**config.mk**
```make
export PLATFORM = sky130hd
export DESIGN_NAME = cmu_top
export DESIGN_NICKNAME = d
export VERILOG_FILES = /design/src/cmu_pkg.sv /design/src/cmu_top.sv /design/src/cmu_unit.sv
export SDC_FILE = /design/constraint.sdc
export NUM_CORES = 1
export LEC_CHECK = 0
export ABC_CLOCK_PERIOD_IN_PS = 3500
export BUFFER_PORTS_ARGS = -buffer_cell sky130_fd_sc_hd__buf_2
export CORE_UTILIZATION = 45
export CTS_BUF_LIST = sky130_fd_sc_hd__clkbuf_8 sky130_fd_sc_hd__clkbuf_16
export DETAILED_ROUTE_END_ITERATION = 16
export GPL_TIMING_DRIVEN = 1
export MAX_ROUTING_LAYER = met4
export PLACE_DENSITY_LB_ADDON = 0.25
export SETUP_SLACK_MARGIN = 0.05
export SKIP_CTS_REPAIR_TIMING = 1
export SLEW_MARGIN = 40
export SYNTH_ARGS = -nofsm -noshare
export SYNTH_HDL_FRONTEND = slang
export SYNTH_SLANG_ARGS = --single-unit
```
**constraint.sdc**
```tcl
create_clock -name clock_i -period 3.5 [get_ports clock_i]
set_input_delay 0 -clock clock_i [delete_from_list [all_inputs] [get_ports clock_i]]
set_output_delay 0 -clock clock_i [all_outputs]
set_load 0.02 [all_outputs]
```
**src/cmu_pkg.sv**
```systemverilog
// Constants and types shared by the capture/compare/modulation unit pair.
// Notes on behaviour
// - In compare mode each unit keeps comparing its 16-bit value with the selected timer count.
// - A compare match drives the pin high, drives it low, toggles it or leaves it, as the mode says.
// - The interrupt flag is set in the same cycle in which a match acts on the pin.
// - Mode 1010 leaves the pin untouched and only raises an interrupt when it is enabled.
// - Writing zero to a control register forces that unit's own compare output latch low.
// - In modulation mode the pin carries a waveform with up to 10 bits of duty resolution.
// - Clearing either control register forces that unit's modulation output latch low.
// - The 4-bit mode field decodes to off, toggle, set-high, set-low, soft interrupt, capture and modulation.
// - A capture event loads the timer count into the value register, overwriting, and sets the flag.
// - The capture prescaler counter is cleared whenever the unit is off or not capturing.
// - The timer serving each unit follows the two timer-assignment bits.
package cmu_pkg;
   localparam int NUM_UNITS = 2;
   localparam int ADDR_W = 8;
   // Byte offsets of the register map.
   localparam logic [7:0] OFF_CTRL = 8'h00;
   localparam logic [7:0] OFF_LOW = 8'h04;
   localparam logic [7:0] OFF_HIGH = 8'h08;
   localparam logic [7:0] UNIT_STRIDE = 8'h0C;
   localparam logic [7:0] OFF_ASSIGN = 8'h18;
   localparam logic [7:0] OFF_FLAGS = 8'h1C;
   localparam logic [7:0] OFF_IEN = 8'h20;
   // Control register fields.
   localparam int MODE_LSB = 0;
   localparam int DUTY_LSB = 4;
   localparam logic [5:0] CTRL_RST = 6'h00;
   localparam logic [15:0] VALUE_RST = 16'h0000;
   localparam logic [1:0] ASSIGN_RST = 2'h0;
   // Mode field codes.
   localparam logic [3:0] MODE_OFF = 4'h0;
   localparam logic [3:0] MODE_TOGGLE = 4'h2;
   localparam logic [3:0] MODE_CAP_FALL = 4'h4;
   localparam logic [3:0] MODE_CAP_RISE = 4'h5;
   localparam logic [3:0] MODE_CAP_4TH = 4'h6;
   localparam logic [3:0] MODE_CAP_16TH = 4'h7;
   localparam logic [3:0] MODE_SET_HIGH = 4'h8;
   localparam logic [3:0] MODE_SET_LOW = 4'h9;
   localparam logic [3:0] MODE_SOFT = 4'hA;
   localparam logic [1:0] CAP_PREFIX = 2'h1;
   localparam logic [1:0] PWM_PREFIX = 2'h3;
   localparam logic [3:0] PRESC_4TH_LAST = 4'h3;
   localparam logic [3:0] PRESC_16TH_LAST = 4'hF;
   localparam logic [1:0] RESP_OKAY = 2'h0;
   localparam logic [1:0] RESP_SLVERR = 2'h2;

   typedef struct packed {
      logic ctrl_we;
      logic low_we;
      logic high_we;
      logic flag_clr;
      logic [7:0] data;
   } cmu_wr_t;

   typedef struct packed {
      logic [5:0] ctrl;
      logic [15:0] value;
      logic flag;
   } cmu_stat_t;
endpackage

```
**src/cmu_top.sv**
```systemverilog
// AXI4-Lite register front end of the two capture/compare/modulation units.
`timescale 1ns/1ns
`default_nettype none
module cmu_top (
   // Clock and reset.
   input wire logic clock_i,
   input wire logic rst_i,
   // AXI4-Lite write channels.
   input wire logic s_axi_awvalid_i,
   output logic s_axi_awready_o,
   input wire logic [7:0] s_axi_awaddr_i,
   input wire logic s_axi_wvalid_i,
   output logic s_axi_wready_o,
   input wire logic [31:0] s_axi_wdata_i,
   input wire logic [3:0] s_axi_wstrb_i,
   output logic s_axi_bvalid_o,
   input wire logic s_axi_bready_i,
   output logic [1:0] s_axi_bresp_o,
   // AXI4-Lite read channels.
   input wire logic s_axi_arvalid_i,
   output logic s_axi_arready_o,
   input wire logic [7:0] s_axi_araddr_i,
   output logic s_axi_rvalid_o,
   input wire logic s_axi_rready_i,
   output logic [31:0] s_axi_rdata_o,
   output logic [1:0] s_axi_rresp_o,
   // Time bases, synchronous to clock_i.
   input wire logic [15:0] first_timer_count_i,
   input wire logic [15:0] third_timer_count_i,
   input wire logic [9:0] pwm_count_i,
   input wire logic pwm_period_i,
   // Unit pins.
   input wire logic [1:0] capture_pin_i,
   output logic [1:0] unit_pin_o,
   output logic [1:0] unit_own_pin_o,
   // Flags and gated requests.
   output logic [1:0] unit_interrupt_flag_o,
   output logic [1:0] unit_irq_o
);
   typedef enum logic {W_IDLE, W_RESP} cmu_wstate_t;
   cmu_wstate_t wstate_reg, wstate_next;
   logic aw_held_reg, aw_held_next, w_held_reg, w_held_next;
   logic awready_reg, awready_next, wready_reg, wready_next;
   logic [7:0] awaddr_reg, awaddr_next;
   logic [7:0] wdata_reg, wdata_next;
   logic wstrb_reg, wstrb_next;
   logic [1:0] bresp_reg, bresp_next;
   logic arready_reg, arready_next, rvalid_reg, rvalid_next;
   logic [31:0] rdata_reg, rdata_next;
   logic [1:0] rresp_reg, rresp_next;
   logic [1:0] assign_reg, assign_next;
   logic [1:0] ien_reg, ien_next;
   logic [1:0] irq_reg, irq_next;
   logic timer_sel;
   logic hit;
   logic [7:0] base;
   cmu_pkg::cmu_wr_t wr [cmu_pkg::NUM_UNITS];
   cmu_pkg::cmu_stat_t stat [cmu_pkg::NUM_UNITS];
   logic [1:0] flags;

   ////////////////////////////////////////////////////////////////////////////////
   // Units four and five share every time base; either assignment bit moves both to the third timer.
   assign timer_sel = assign_reg[0] || assign_reg[1];

   for (genvar u = 0; u < cmu_pkg::NUM_UNITS; u++) begin : g_unit
      cmu_unit unit_i (
         .clock_i(clock_i),
         .rst_i(rst_i),
         .wr_i(wr[u]),
         .timer_sel_i(timer_sel),
         .first_timer_count_i(first_timer_count_i),
         .third_timer_count_i(third_timer_count_i),
         .capture_pin_i(capture_pin_i[u]),
         .pwm_count_i(pwm_count_i),
         .pwm_period_i(pwm_period_i),
         .stat_o(stat[u]),
         .pin_o(unit_pin_o[u]),
         .own_pin_o(unit_own_pin_o[u])
      );
      assign flags[u] = stat[u].flag;
   end

   ////////////////////////////////////////////////////////////////////////////////
   // Write path: address and data are held separately, then applied together.
   always_comb begin
      wstate_next = wstate_reg;
      aw_held_next = aw_held_reg;
      w_held_next = w_held_reg;
      awaddr_next = awaddr_reg;
      wdata_next = wdata_reg;
      wstrb_next = wstrb_reg;
      bresp_next = bresp_reg;
      assign_next = assign_reg;
      ien_next = ien_reg;
      hit = 1'b0;
      base = 8'h00;
      for (int u = 0; u < cmu_pkg::NUM_UNITS; u++) begin
         wr[u] = '{ctrl_we: 1'b0, low_we: 1'b0, high_we: 1'b0, flag_clr: 1'b0, data: wdata_reg};
      end
      if (s_axi_awvalid_i && awready_reg) begin
         awaddr_next = s_axi_awaddr_i;
         aw_held_next = 1'b1;
      end
      if (s_axi_wvalid_i && wready_reg) begin
         wdata_next = s_axi_wdata_i[7:0];
         wstrb_next = s_axi_wstrb_i[0];
         w_held_next = 1'b1;
      end
      case (wstate_reg)
         W_IDLE: begin
            if (aw_held_reg && w_held_reg) begin
               aw_held_next = 1'b0;
               w_held_next = 1'b0;
               wstate_next = W_RESP;
               for (int u = 0; u < cmu_pkg::NUM_UNITS; u++) begin
                  base = 8'(u) * cmu_pkg::UNIT_STRIDE;
                  if (awaddr_reg == base + cmu_pkg::OFF_CTRL) begin
                     wr[u].ctrl_we = wstrb_reg;
                     hit = 1'b1;
                  end
                  if (awaddr_reg == base + cmu_pkg::OFF_LOW) begin
                     wr[u].low_we = wstrb_reg;
                     hit = 1'b1;
                  end
                  if (awaddr_reg == base + cmu_pkg::OFF_HIGH) begin
                     wr[u].high_we = wstrb_reg;
                     hit = 1'b1;
                  end
                  // Flags clear by writing one; a set in the same cycle still wins.
                  if (awaddr_reg == cmu_pkg::OFF_FLAGS) begin
                     wr[u].flag_clr = wstrb_reg && wdata_reg[u];
                  end
               end
               if (awaddr_reg == cmu_pkg::OFF_ASSIGN) begin
                  hit = 1'b1;
                  if (wstrb_reg) begin
                     assign_next = wdata_reg[1:0];
                  end
               end
               if (awaddr_reg == cmu_pkg::OFF_FLAGS) begin
                  hit = 1'b1;
               end
               if (awaddr_reg == cmu_pkg::OFF_IEN) begin
                  hit = 1'b1;
                  if (wstrb_reg) begin
                     ien_next = wdata_reg[1:0];
                  end
               end
               bresp_next = hit ? cmu_pkg::RESP_OKAY : cmu_pkg::RESP_SLVERR;
            end
         end
         W_RESP: begin
            if (s_axi_bready_i) begin
               wstate_next = W_IDLE;
            end
         end
         default: wstate_next = W_IDLE;
      endcase
      awready_next = !aw_held_next;
      wready_next = !w_held_next;
      // Soft-interrupt mode relies on this gate; the flag itself is never masked.
      irq_next = flags & ien_reg;
   end

   ////////////////////////////////////////////////////////////////////////////////
   // Read path: one read at a time, answered the cycle after the address is taken.
   always_comb begin
      arready_next = arready_reg;
      rvalid_next = rvalid_reg;
      rdata_next = rdata_reg;
      rresp_next = rresp_reg;
      if (rvalid_reg && s_axi_rready_i) begin
         rvalid_next = 1'b0;
         arready_next = 1'b1;
      end
      if (s_axi_arvalid_i && arready_reg) begin
         arready_next = 1'b0;
         rvalid_next = 1'b1;
         rdata_next = 32'h0000_0000;
         rresp_next = cmu_pkg::RESP_SLVERR;
         for (int u = 0; u < cmu_pkg::NUM_UNITS; u++) begin
            if (s_axi_araddr_i == 8'(u) * cmu_pkg::UNIT_STRIDE + cmu_pkg::OFF_CTRL) begin
               rdata_next = {26'h0, stat[u].ctrl};
               rresp_next = cmu_pkg::RESP_OKAY;
            end
            if (s_axi_araddr_i == 8'(u) * cmu_pkg::UNIT_STRIDE + cmu_pkg::OFF_LOW) begin
               rdata_next = {24'h0, stat[u].value[7:0]};
               rresp_next = cmu_pkg::RESP_OKAY;
            end
            if (s_axi_araddr_i == 8'(u) * cmu_pkg::UNIT_STRIDE + cmu_pkg::OFF_HIGH) begin
               rdata_next = {24'h0, stat[u].value[15:8]};
               rresp_next = cmu_pkg::RESP_OKAY;
            end
         end
         if (s_axi_araddr_i == cmu_pkg::OFF_ASSIGN) begin
            rdata_next = {30'h0, assign_reg};
            rresp_next = cmu_pkg::RESP_OKAY;
         end
         if (s_axi_araddr_i == cmu_pkg::OFF_FLAGS) begin
            rdata_next = {30'h0, flags};
            rresp_next = cmu_pkg::RESP_OKAY;
         end
         if (s_axi_araddr_i == cmu_pkg::OFF_IEN) begin
            rdata_next = {30'h0, ien_reg};
            rresp_next = cmu_pkg::RESP_OKAY;
         end
      end
   end

   always_ff @(posedge clock_i or posedge rst_i) begin
      if (rst_i) begin
         wstate_reg <= W_IDLE;
         aw_held_reg <= 1'b0;
         w_held_reg <= 1'b0;
         awready_reg <= 1'b0;
         wready_reg <= 1'b0;
         awaddr_reg <= 8'h00;
         wdata_reg <= 8'h00;
         wstrb_reg <= 1'b0;
         bresp_reg <= cmu_pkg::RESP_OKAY;
         arready_reg <= 1'b0;
         rvalid_reg <= 1'b0;
         rdata_reg <= 32'h0000_0000;
         rresp_reg <= cmu_pkg::RESP_OKAY;
         assign_reg <= cmu_pkg::ASSIGN_RST;
         ien_reg <= 2'h0;
         irq_reg <= 2'h0;
      end else begin
         wstate_reg <= wstate_next;
         aw_held_reg <= aw_held_next;
         w_held_reg <= w_held_next;
         awready_reg <= awready_next;
         wready_reg <= wready_next;
         awaddr_reg <= awaddr_next;
         wdata_reg <= wdata_next;
         wstrb_reg <= wstrb_next;
         bresp_reg <= bresp_next;
         arready_reg <= arready_next || (!rvalid_next && !arready_reg && !rvalid_reg);
         rvalid_reg <= rvalid_next;
         rdata_reg <= rdata_next;
         rresp_reg <= rresp_next;
         assign_reg <= assign_next;
         ien_reg <= ien_next;
         irq_reg <= irq_next;
      end
   end

   assign s_axi_awready_o = awready_reg;
   assign s_axi_wready_o = wready_reg;
   assign s_axi_bvalid_o = wstate_reg == W_RESP;
   assign s_axi_bresp_o = bresp_reg;
   assign s_axi_arready_o = arready_reg;
   assign s_axi_rvalid_o = rvalid_reg;
   assign s_axi_rdata_o = rdata_reg;
   assign s_axi_rresp_o = rresp_reg;
   assign unit_interrupt_flag_o = flags;
   assign unit_irq_o = irq_reg;
endmodule
`default_nettype wire

```
**src/cmu_unit.sv**
```systemverilog
// One capture/compare/modulation unit with its control, value and flag state.
`timescale 1ns/1ns
`default_nettype none
module cmu_unit (
   // Clock and reset.
   input wire logic clock_i,
   input wire logic rst_i,
   // Register writes and timer choice.
   input wire cmu_pkg::cmu_wr_t wr_i,
   input wire logic timer_sel_i,
   // Time bases and capture input.
   input wire logic [15:0] first_timer_count_i,
   input wire logic [15:0] third_timer_count_i,
   input wire logic capture_pin_i,
   input wire logic [9:0] pwm_count_i,
   input wire logic pwm_period_i,
   // State and pin.
   output cmu_pkg::cmu_stat_t stat_o,
   output logic pin_o,
   output logic own_pin_o
);
   logic [5:0] ctrl_reg, ctrl_next;
   logic [15:0] value_reg, value_next;
   logic flag_reg, flag_next;
   logic pin_reg, pin_next;
   logic own_reg, own_next;
   logic match_prev_reg, match_prev_next;
   logic cap_prev_reg, cap_prev_next;
   logic [3:0] presc_reg, presc_next;
   logic [1:0] duty_lsb_reg, duty_lsb_next;
   logic [3:0] mode, new_mode;
   logic [15:0] count;
   logic is_cmp, is_cap, is_pwm, match, match_evt, rise, fall, cap_evt, set;

   ////////////////////////////////////////////////////////////////////////////////
   always_comb begin
      mode = ctrl_reg[cmu_pkg::MODE_LSB +: 4];
      new_mode = wr_i.data[cmu_pkg::MODE_LSB +: 4];
      count = timer_sel_i ? third_timer_count_i : first_timer_count_i;
      is_cmp = (mode == cmu_pkg::MODE_TOGGLE) || (mode == cmu_pkg::MODE_SET_HIGH) ||
               (mode == cmu_pkg::MODE_SET_LOW) || (mode == cmu_pkg::MODE_SOFT);
      is_cap = mode[3:2] == cmu_pkg::CAP_PREFIX;
      is_pwm = mode[3:2] == cmu_pkg::PWM_PREFIX;
      // A held timer value matches for many cycles; only its first cycle acts.
      match = is_cmp && (value_reg == count);
      match_evt = match && !match_prev_reg;
      rise = capture_pin_i && !cap_prev_reg;
      fall = !capture_pin_i && cap_prev_reg;
      case (mode)
         cmu_pkg::MODE_CAP_FALL: cap_evt = fall;
         cmu_pkg::MODE_CAP_RISE: cap_evt = rise;
         cmu_pkg::MODE_CAP_4TH: cap_evt = rise && (presc_reg == cmu_pkg::PRESC_4TH_LAST);
         cmu_pkg::MODE_CAP_16TH: cap_evt = rise && (presc_reg == cmu_pkg::PRESC_16TH_LAST);
         default: cap_evt = 1'b0;
      endcase
      ctrl_next = ctrl_reg;
      value_next = value_reg;
      pin_next = pin_reg;
      presc_next = presc_reg;
      duty_lsb_next = duty_lsb_reg;
      match_prev_next = match;
      cap_prev_next = capture_pin_i;
      set = 1'b0;
      if (wr_i.ctrl_we) begin
         ctrl_next = wr_i.data[5:0];
         // A prescaler switch without an off step keeps the count running.
         if (new_mode[3:2] != cmu_pkg::CAP_PREFIX) begin
            presc_next = 4'h0;
         end
         case (new_mode)
            cmu_pkg::MODE_OFF: pin_next = 1'b0;
            cmu_pkg::MODE_SET_HIGH: pin_next = 1'b0;
            cmu_pkg::MODE_SET_LOW: pin_next = 1'b1;
            default: pin_next = pin_reg;
         endcase
      end else begin
         if (!is_cap) begin
            presc_next = 4'h0;
         end else if (rise && (mode == cmu_pkg::MODE_CAP_4TH || mode == cmu_pkg::MODE_CAP_16TH)) begin
            presc_next = (presc_reg == cmu_pkg::PRESC_4TH_LAST && mode == cmu_pkg::MODE_CAP_4TH)
                         ? 4'h0 : presc_reg + 4'h1;
         end
         if (cap_evt) begin
            value_next = count;
            set = 1'b1;
         end
         if (match_evt) begin
            set = 1'b1;
            case (mode)
               cmu_pkg::MODE_TOGGLE: pin_next = !pin_reg;
               cmu_pkg::MODE_SET_HIGH: pin_next = 1'b1;
               cmu_pkg::MODE_SET_LOW: pin_next = 1'b0;
               default: pin_next = pin_reg;
            endcase
         end
         if (is_pwm) begin
            // Duty is double-buffered: the high byte and two-bit latch change only per period.
            if (pwm_period_i) begin
               value_next[15:8] = value_reg[7:0];
               duty_lsb_next = ctrl_reg[cmu_pkg::DUTY_LSB +: 2];
               pin_next = {value_reg[7:0], ctrl_reg[cmu_pkg::DUTY_LSB +: 2]} != 10'h000;
            end else if (pwm_count_i == {value_reg[15:8], duty_lsb_reg}) begin
               pin_next = 1'b0;
            end
         end
      end
      if (wr_i.low_we) begin
         value_next[7:0] = wr_i.data;
      end
      if (wr_i.high_we && !is_pwm) begin
         value_next[15:8] = wr_i.data;
      end
      flag_next = set || (flag_reg && !wr_i.flag_clr);
      own_next = (ctrl_next[3:0] == cmu_pkg::MODE_TOGGLE) || (ctrl_next[3:2] == cmu_pkg::PWM_PREFIX) ||
                 (ctrl_next[3:0] == cmu_pkg::MODE_SET_HIGH) || (ctrl_next[3:0] == cmu_pkg::MODE_SET_LOW);
   end

   always_ff @(posedge clock_i or posedge rst_i) begin
      if (rst_i) begin
         ctrl_reg <= cmu_pkg::CTRL_RST;
         value_reg <= cmu_pkg::VALUE_RST;
         flag_reg <= 1'b0;
         pin_reg <= 1'b0;
         own_reg <= 1'b0;
         match_prev_reg <= 1'b0;
         cap_prev_reg <= 1'b0;
         presc_reg <= 4'h0;
         duty_lsb_reg <= 2'h0;
      end else begin
         ctrl_reg <= ctrl_next;
         value_reg <= value_next;
         flag_reg <= flag_next;
         pin_reg <= pin_next;
         own_reg <= own_next;
         match_prev_reg <= match_prev_next;
         cap_prev_reg <= cap_prev_next;
         presc_reg <= presc_next;
         duty_lsb_reg <= duty_lsb_next;
      end
   end

   assign stat_o = '{ctrl: ctrl_reg, value: value_reg, flag: flag_reg};
   assign pin_o = pin_reg;
   assign own_pin_o = own_reg;
endmodule
`default_nettype wire

```
==> flow_summary.ini <==
[yosys]
yosys_warnings = 0
synth_top_family_by_area = simple AND/OR/NAND/NOR gates
synth.area.mux_share = 0.118
synth_compound_area_frac = 0.186
syn_inst = 793
synth-edff-count = 0
syn_avg_cell_area_um2 = 8.82
synth_fa_ha_area_frac = 0.00358
ys_types = 73
async_flop_share = 1.00
synth.ff_latch_count = 106
seq_area_frac_synth = 0.379
synthSimpleGateAreaFrac = 0.188
ys.flop_type = dfrtp_1
synth-xor-area-share = 0.0401
synth_area_mm2 = 0.00699

[clocking]
clock_path_buffers = 2
cts_sinks = 106
clkTransAtPathRegs_ns = 0.08
root_buffer = clkbuf_16
cts-buffers-inserted = 9
cts_tree = built
htree_levels = 3
insertion_delay_ns = 0.36

[sta]
slew_violations = 0
period_needed_ns = 2.83
finClkSkew_ns = 0.0130
setup_ws_ns = 0.670
tns_ns = 0
setup_viol = 0
tightestPinTransition_ns = 0.801
rsz0062_at_grt = no
relSlewSlack = 0.451
fmax_mhz = 353
finalHoldViolations = 0
fin_crit_sh = 0.809

[critical_path]
end_kind = flip-flop
r2r_start = assign_reg[1]$_DFFE_PP0P_
critPathLaunchType = flip-flop
r2r-end = g_unit[0].unit_i.pin_o$_DFFE_PP0P_
setup.worst_path.class = flip-flop to flip-flop
r2r_cells = 7
cp_max_fo = 21
worstPathRequired_ns = 3.78
cp.arrival_ns = 3.11
ff2ff_setup_slack_ns = 0.67

[place]
portBuffers = 99
dp_hpwl_mm = 16.6
globalplace.congestion = 1.00
dpl_cell_area_mm2 = 0.00748
post-place-ws_ns = 0.748

[global_routing]
grt_pass1_vias = 5645
antenna_found_initial = 0
grt_usage = 0.287
grt_max_degree = 73
overflow = 0
grt_pass1_wl_mm = 33.1

[routing]
drtIter0Drc = 728
vias_per_cell = 5.99
wirelength_mm = 22.4
vias = 6441
postRouteAntennaNets = 0
drc = 0
wl_per_cell_um = 20.8
drtPass1Iterations = 5

[finish]
fin_nets = 990
largest_reg_flops = 32
drive_gt1_frac = 0.205
syn2layout_area_growth_pct = 14.8
final_cell_mix = 106 x nand2_1, 106 x dfrtp_1, 99 x buf_2
multiInputGateArea_mm2 = 0.00385
fin_area_mm2 = 0.00803
num_antenna_cells = 0
regArea_mm2 = 0.00265
fill_cells = 1460

[floorplan]
die-area_mm2 = 0.0160
io_pins = 153
rows = 45
die_w_um = 127
fp.coreArea_mm2 = 0.0152
die_y_um = 127
start_util = 0.460

[power]
vdd_drop_max_v = 0.000405
power_density_mw_per_mm2 = 561
p_leak_uw = 0.00374

[hold_path]
hp-class = input port to flip-flop
holdPathEnd = s_axi_rresp_o[1]$_DFFE_PP0P_
hp-start = s_axi_araddr_i[5]
hold_path_depth = 3

[flow_run]
max_cap_viol_count = 0

[status]
status = complete, no violations
cell type report:
class,instances,area share
Multi-Input combinational cell,592,0.480
Sequential cell,106,0.330
Clock inverter,4,0.00639
Inverter,40,0.0193
Timing Repair Buffer,135,0.103
Clock buffer,11,0.0315
Tap cell,188,0.0293
worst max-delay path by stage:
stage / endpoint / from / cells past startpoint
after global placement: g_unit[0].unit_i.flag_reg$_DFF_PP0_ / assign_reg[0]$_DFFE_PP0P_ / 8
after CTS: g_unit[1].unit_i.pin_o$_DFFE_PP0P_ / assign_reg[0]$_DFFE_PP0P_ / 7
after floorplan: assign_reg[0]$_DFFE_PP0P_ / rst_i / 1
after global routing: g_unit[0].unit_i.flag_reg$_DFF_PP0_ / assign_reg[0]$_DFFE_PP0P_ / 8
after detailed placement: g_unit[1].unit_i.pin_o$_DFFE_PP0P_ / assign_reg[0]$_DFFE_PP0P_ / 7
final: g_unit[0].unit_i.pin_o$_DFFE_PP0P_ / assign_reg[1]$_DFFE_PP0P_ / 7
layer usage:
| layer | up-vias | track usage | wire length, um |
|---|---|---|---|
| li1 | 2958 | - | - |
| met1 | 3070 | 0.391 | 9640 |
| met2 | 357 | 0.412 | 9770 |
| met3 | 56 | 0.0637 | 2170 |
| met4 | 0 | 0.120 | 783 |
| met5 | - | - | 0 |
cells by family (layout without fill, tap and decap cells):
logic type,count (synthesis),in the layout
other,1,26
AO/OA/AOI/OAI,199,199
adder cells (fa/ha/maj),2,2
buffers and inverters,120,190
multiplexers,73,73
XOR/XNOR,32,32
AND/OR/NAND/NOR,260,260
flip-flops,106,106
stage by stage:
step | utilization | power (uW) | hold slack (ns) | std cells
3_5_place_dp | 0.492 | 3400 | 0.139 | 1037
4_1_cts | 0.512 | 4450 | -0.238 | 1052
3_3_place_gp | 0.492 | 3380 | 0.134 | 1037
6_report | 0.528 | 4500 | 0.0366 | 1076
2_1_floorplan | - | 2860 | 0.0314 | 818
5_1_grt | 0.528 | 4690 | 0.0729 | 1076
where the power goes:
group	internal [uW]	total [uW]	switching [uW]	leakage [uW]
combinational	607	1350	745	0.00227
clock	590	1050	462	0.000148
sequential	1510	2100	589	0.00132
total	2710	4500	1800	0.00374
cell usage after synthesis (all sizes together), types with 3 or more instances:
master   count  area, um^2
nand2b      18         113
nor4        12        81.3
xnor2       11        96.3
and2         8        50.1
buf         38         280
o211ai       5        37.5
a2111oi      3        26.3
or2          4        27.5
mux4         3        67.6
dfrtp      106        2650
o31ai        4        30.0
nand3b       4        30.0
o21ai       77         385
a22oi       12        90.1
o21a         3        22.5
inv         40         150
a22o        11        96.3
a21o         5        37.5
or3          3        18.8
a222oi       5        50.1
o2111ai      3        26.3
nand4        8        50.1
or4          6        45.0
nor3        12        60.1
a221oi       5        43.8
nand2      106         398
clkbuf      42         158
nor2b       23         144
xor2        21         184
a31oi        3        18.8
mux2        41         465
nand3       16        80.1
and3         4        25.0
a21oi       33         169
o22ai        5        31.3
mux2i       29         294
a211oi       3        22.5
nor2        25        93.8
o221ai       4        35.0
worst max-delay path, cell delays in order (launching register included):
cell and delay, ns:
dfrtp_1 0.40, or2_4 0.35, mux2i_1 0.62, a2bb2o_1 0.36
or4_1 0.50, nor4_1 0.23, a21oi_1 0.11, a21oi_1 0.16
Power figures use the tool's default switching activity.
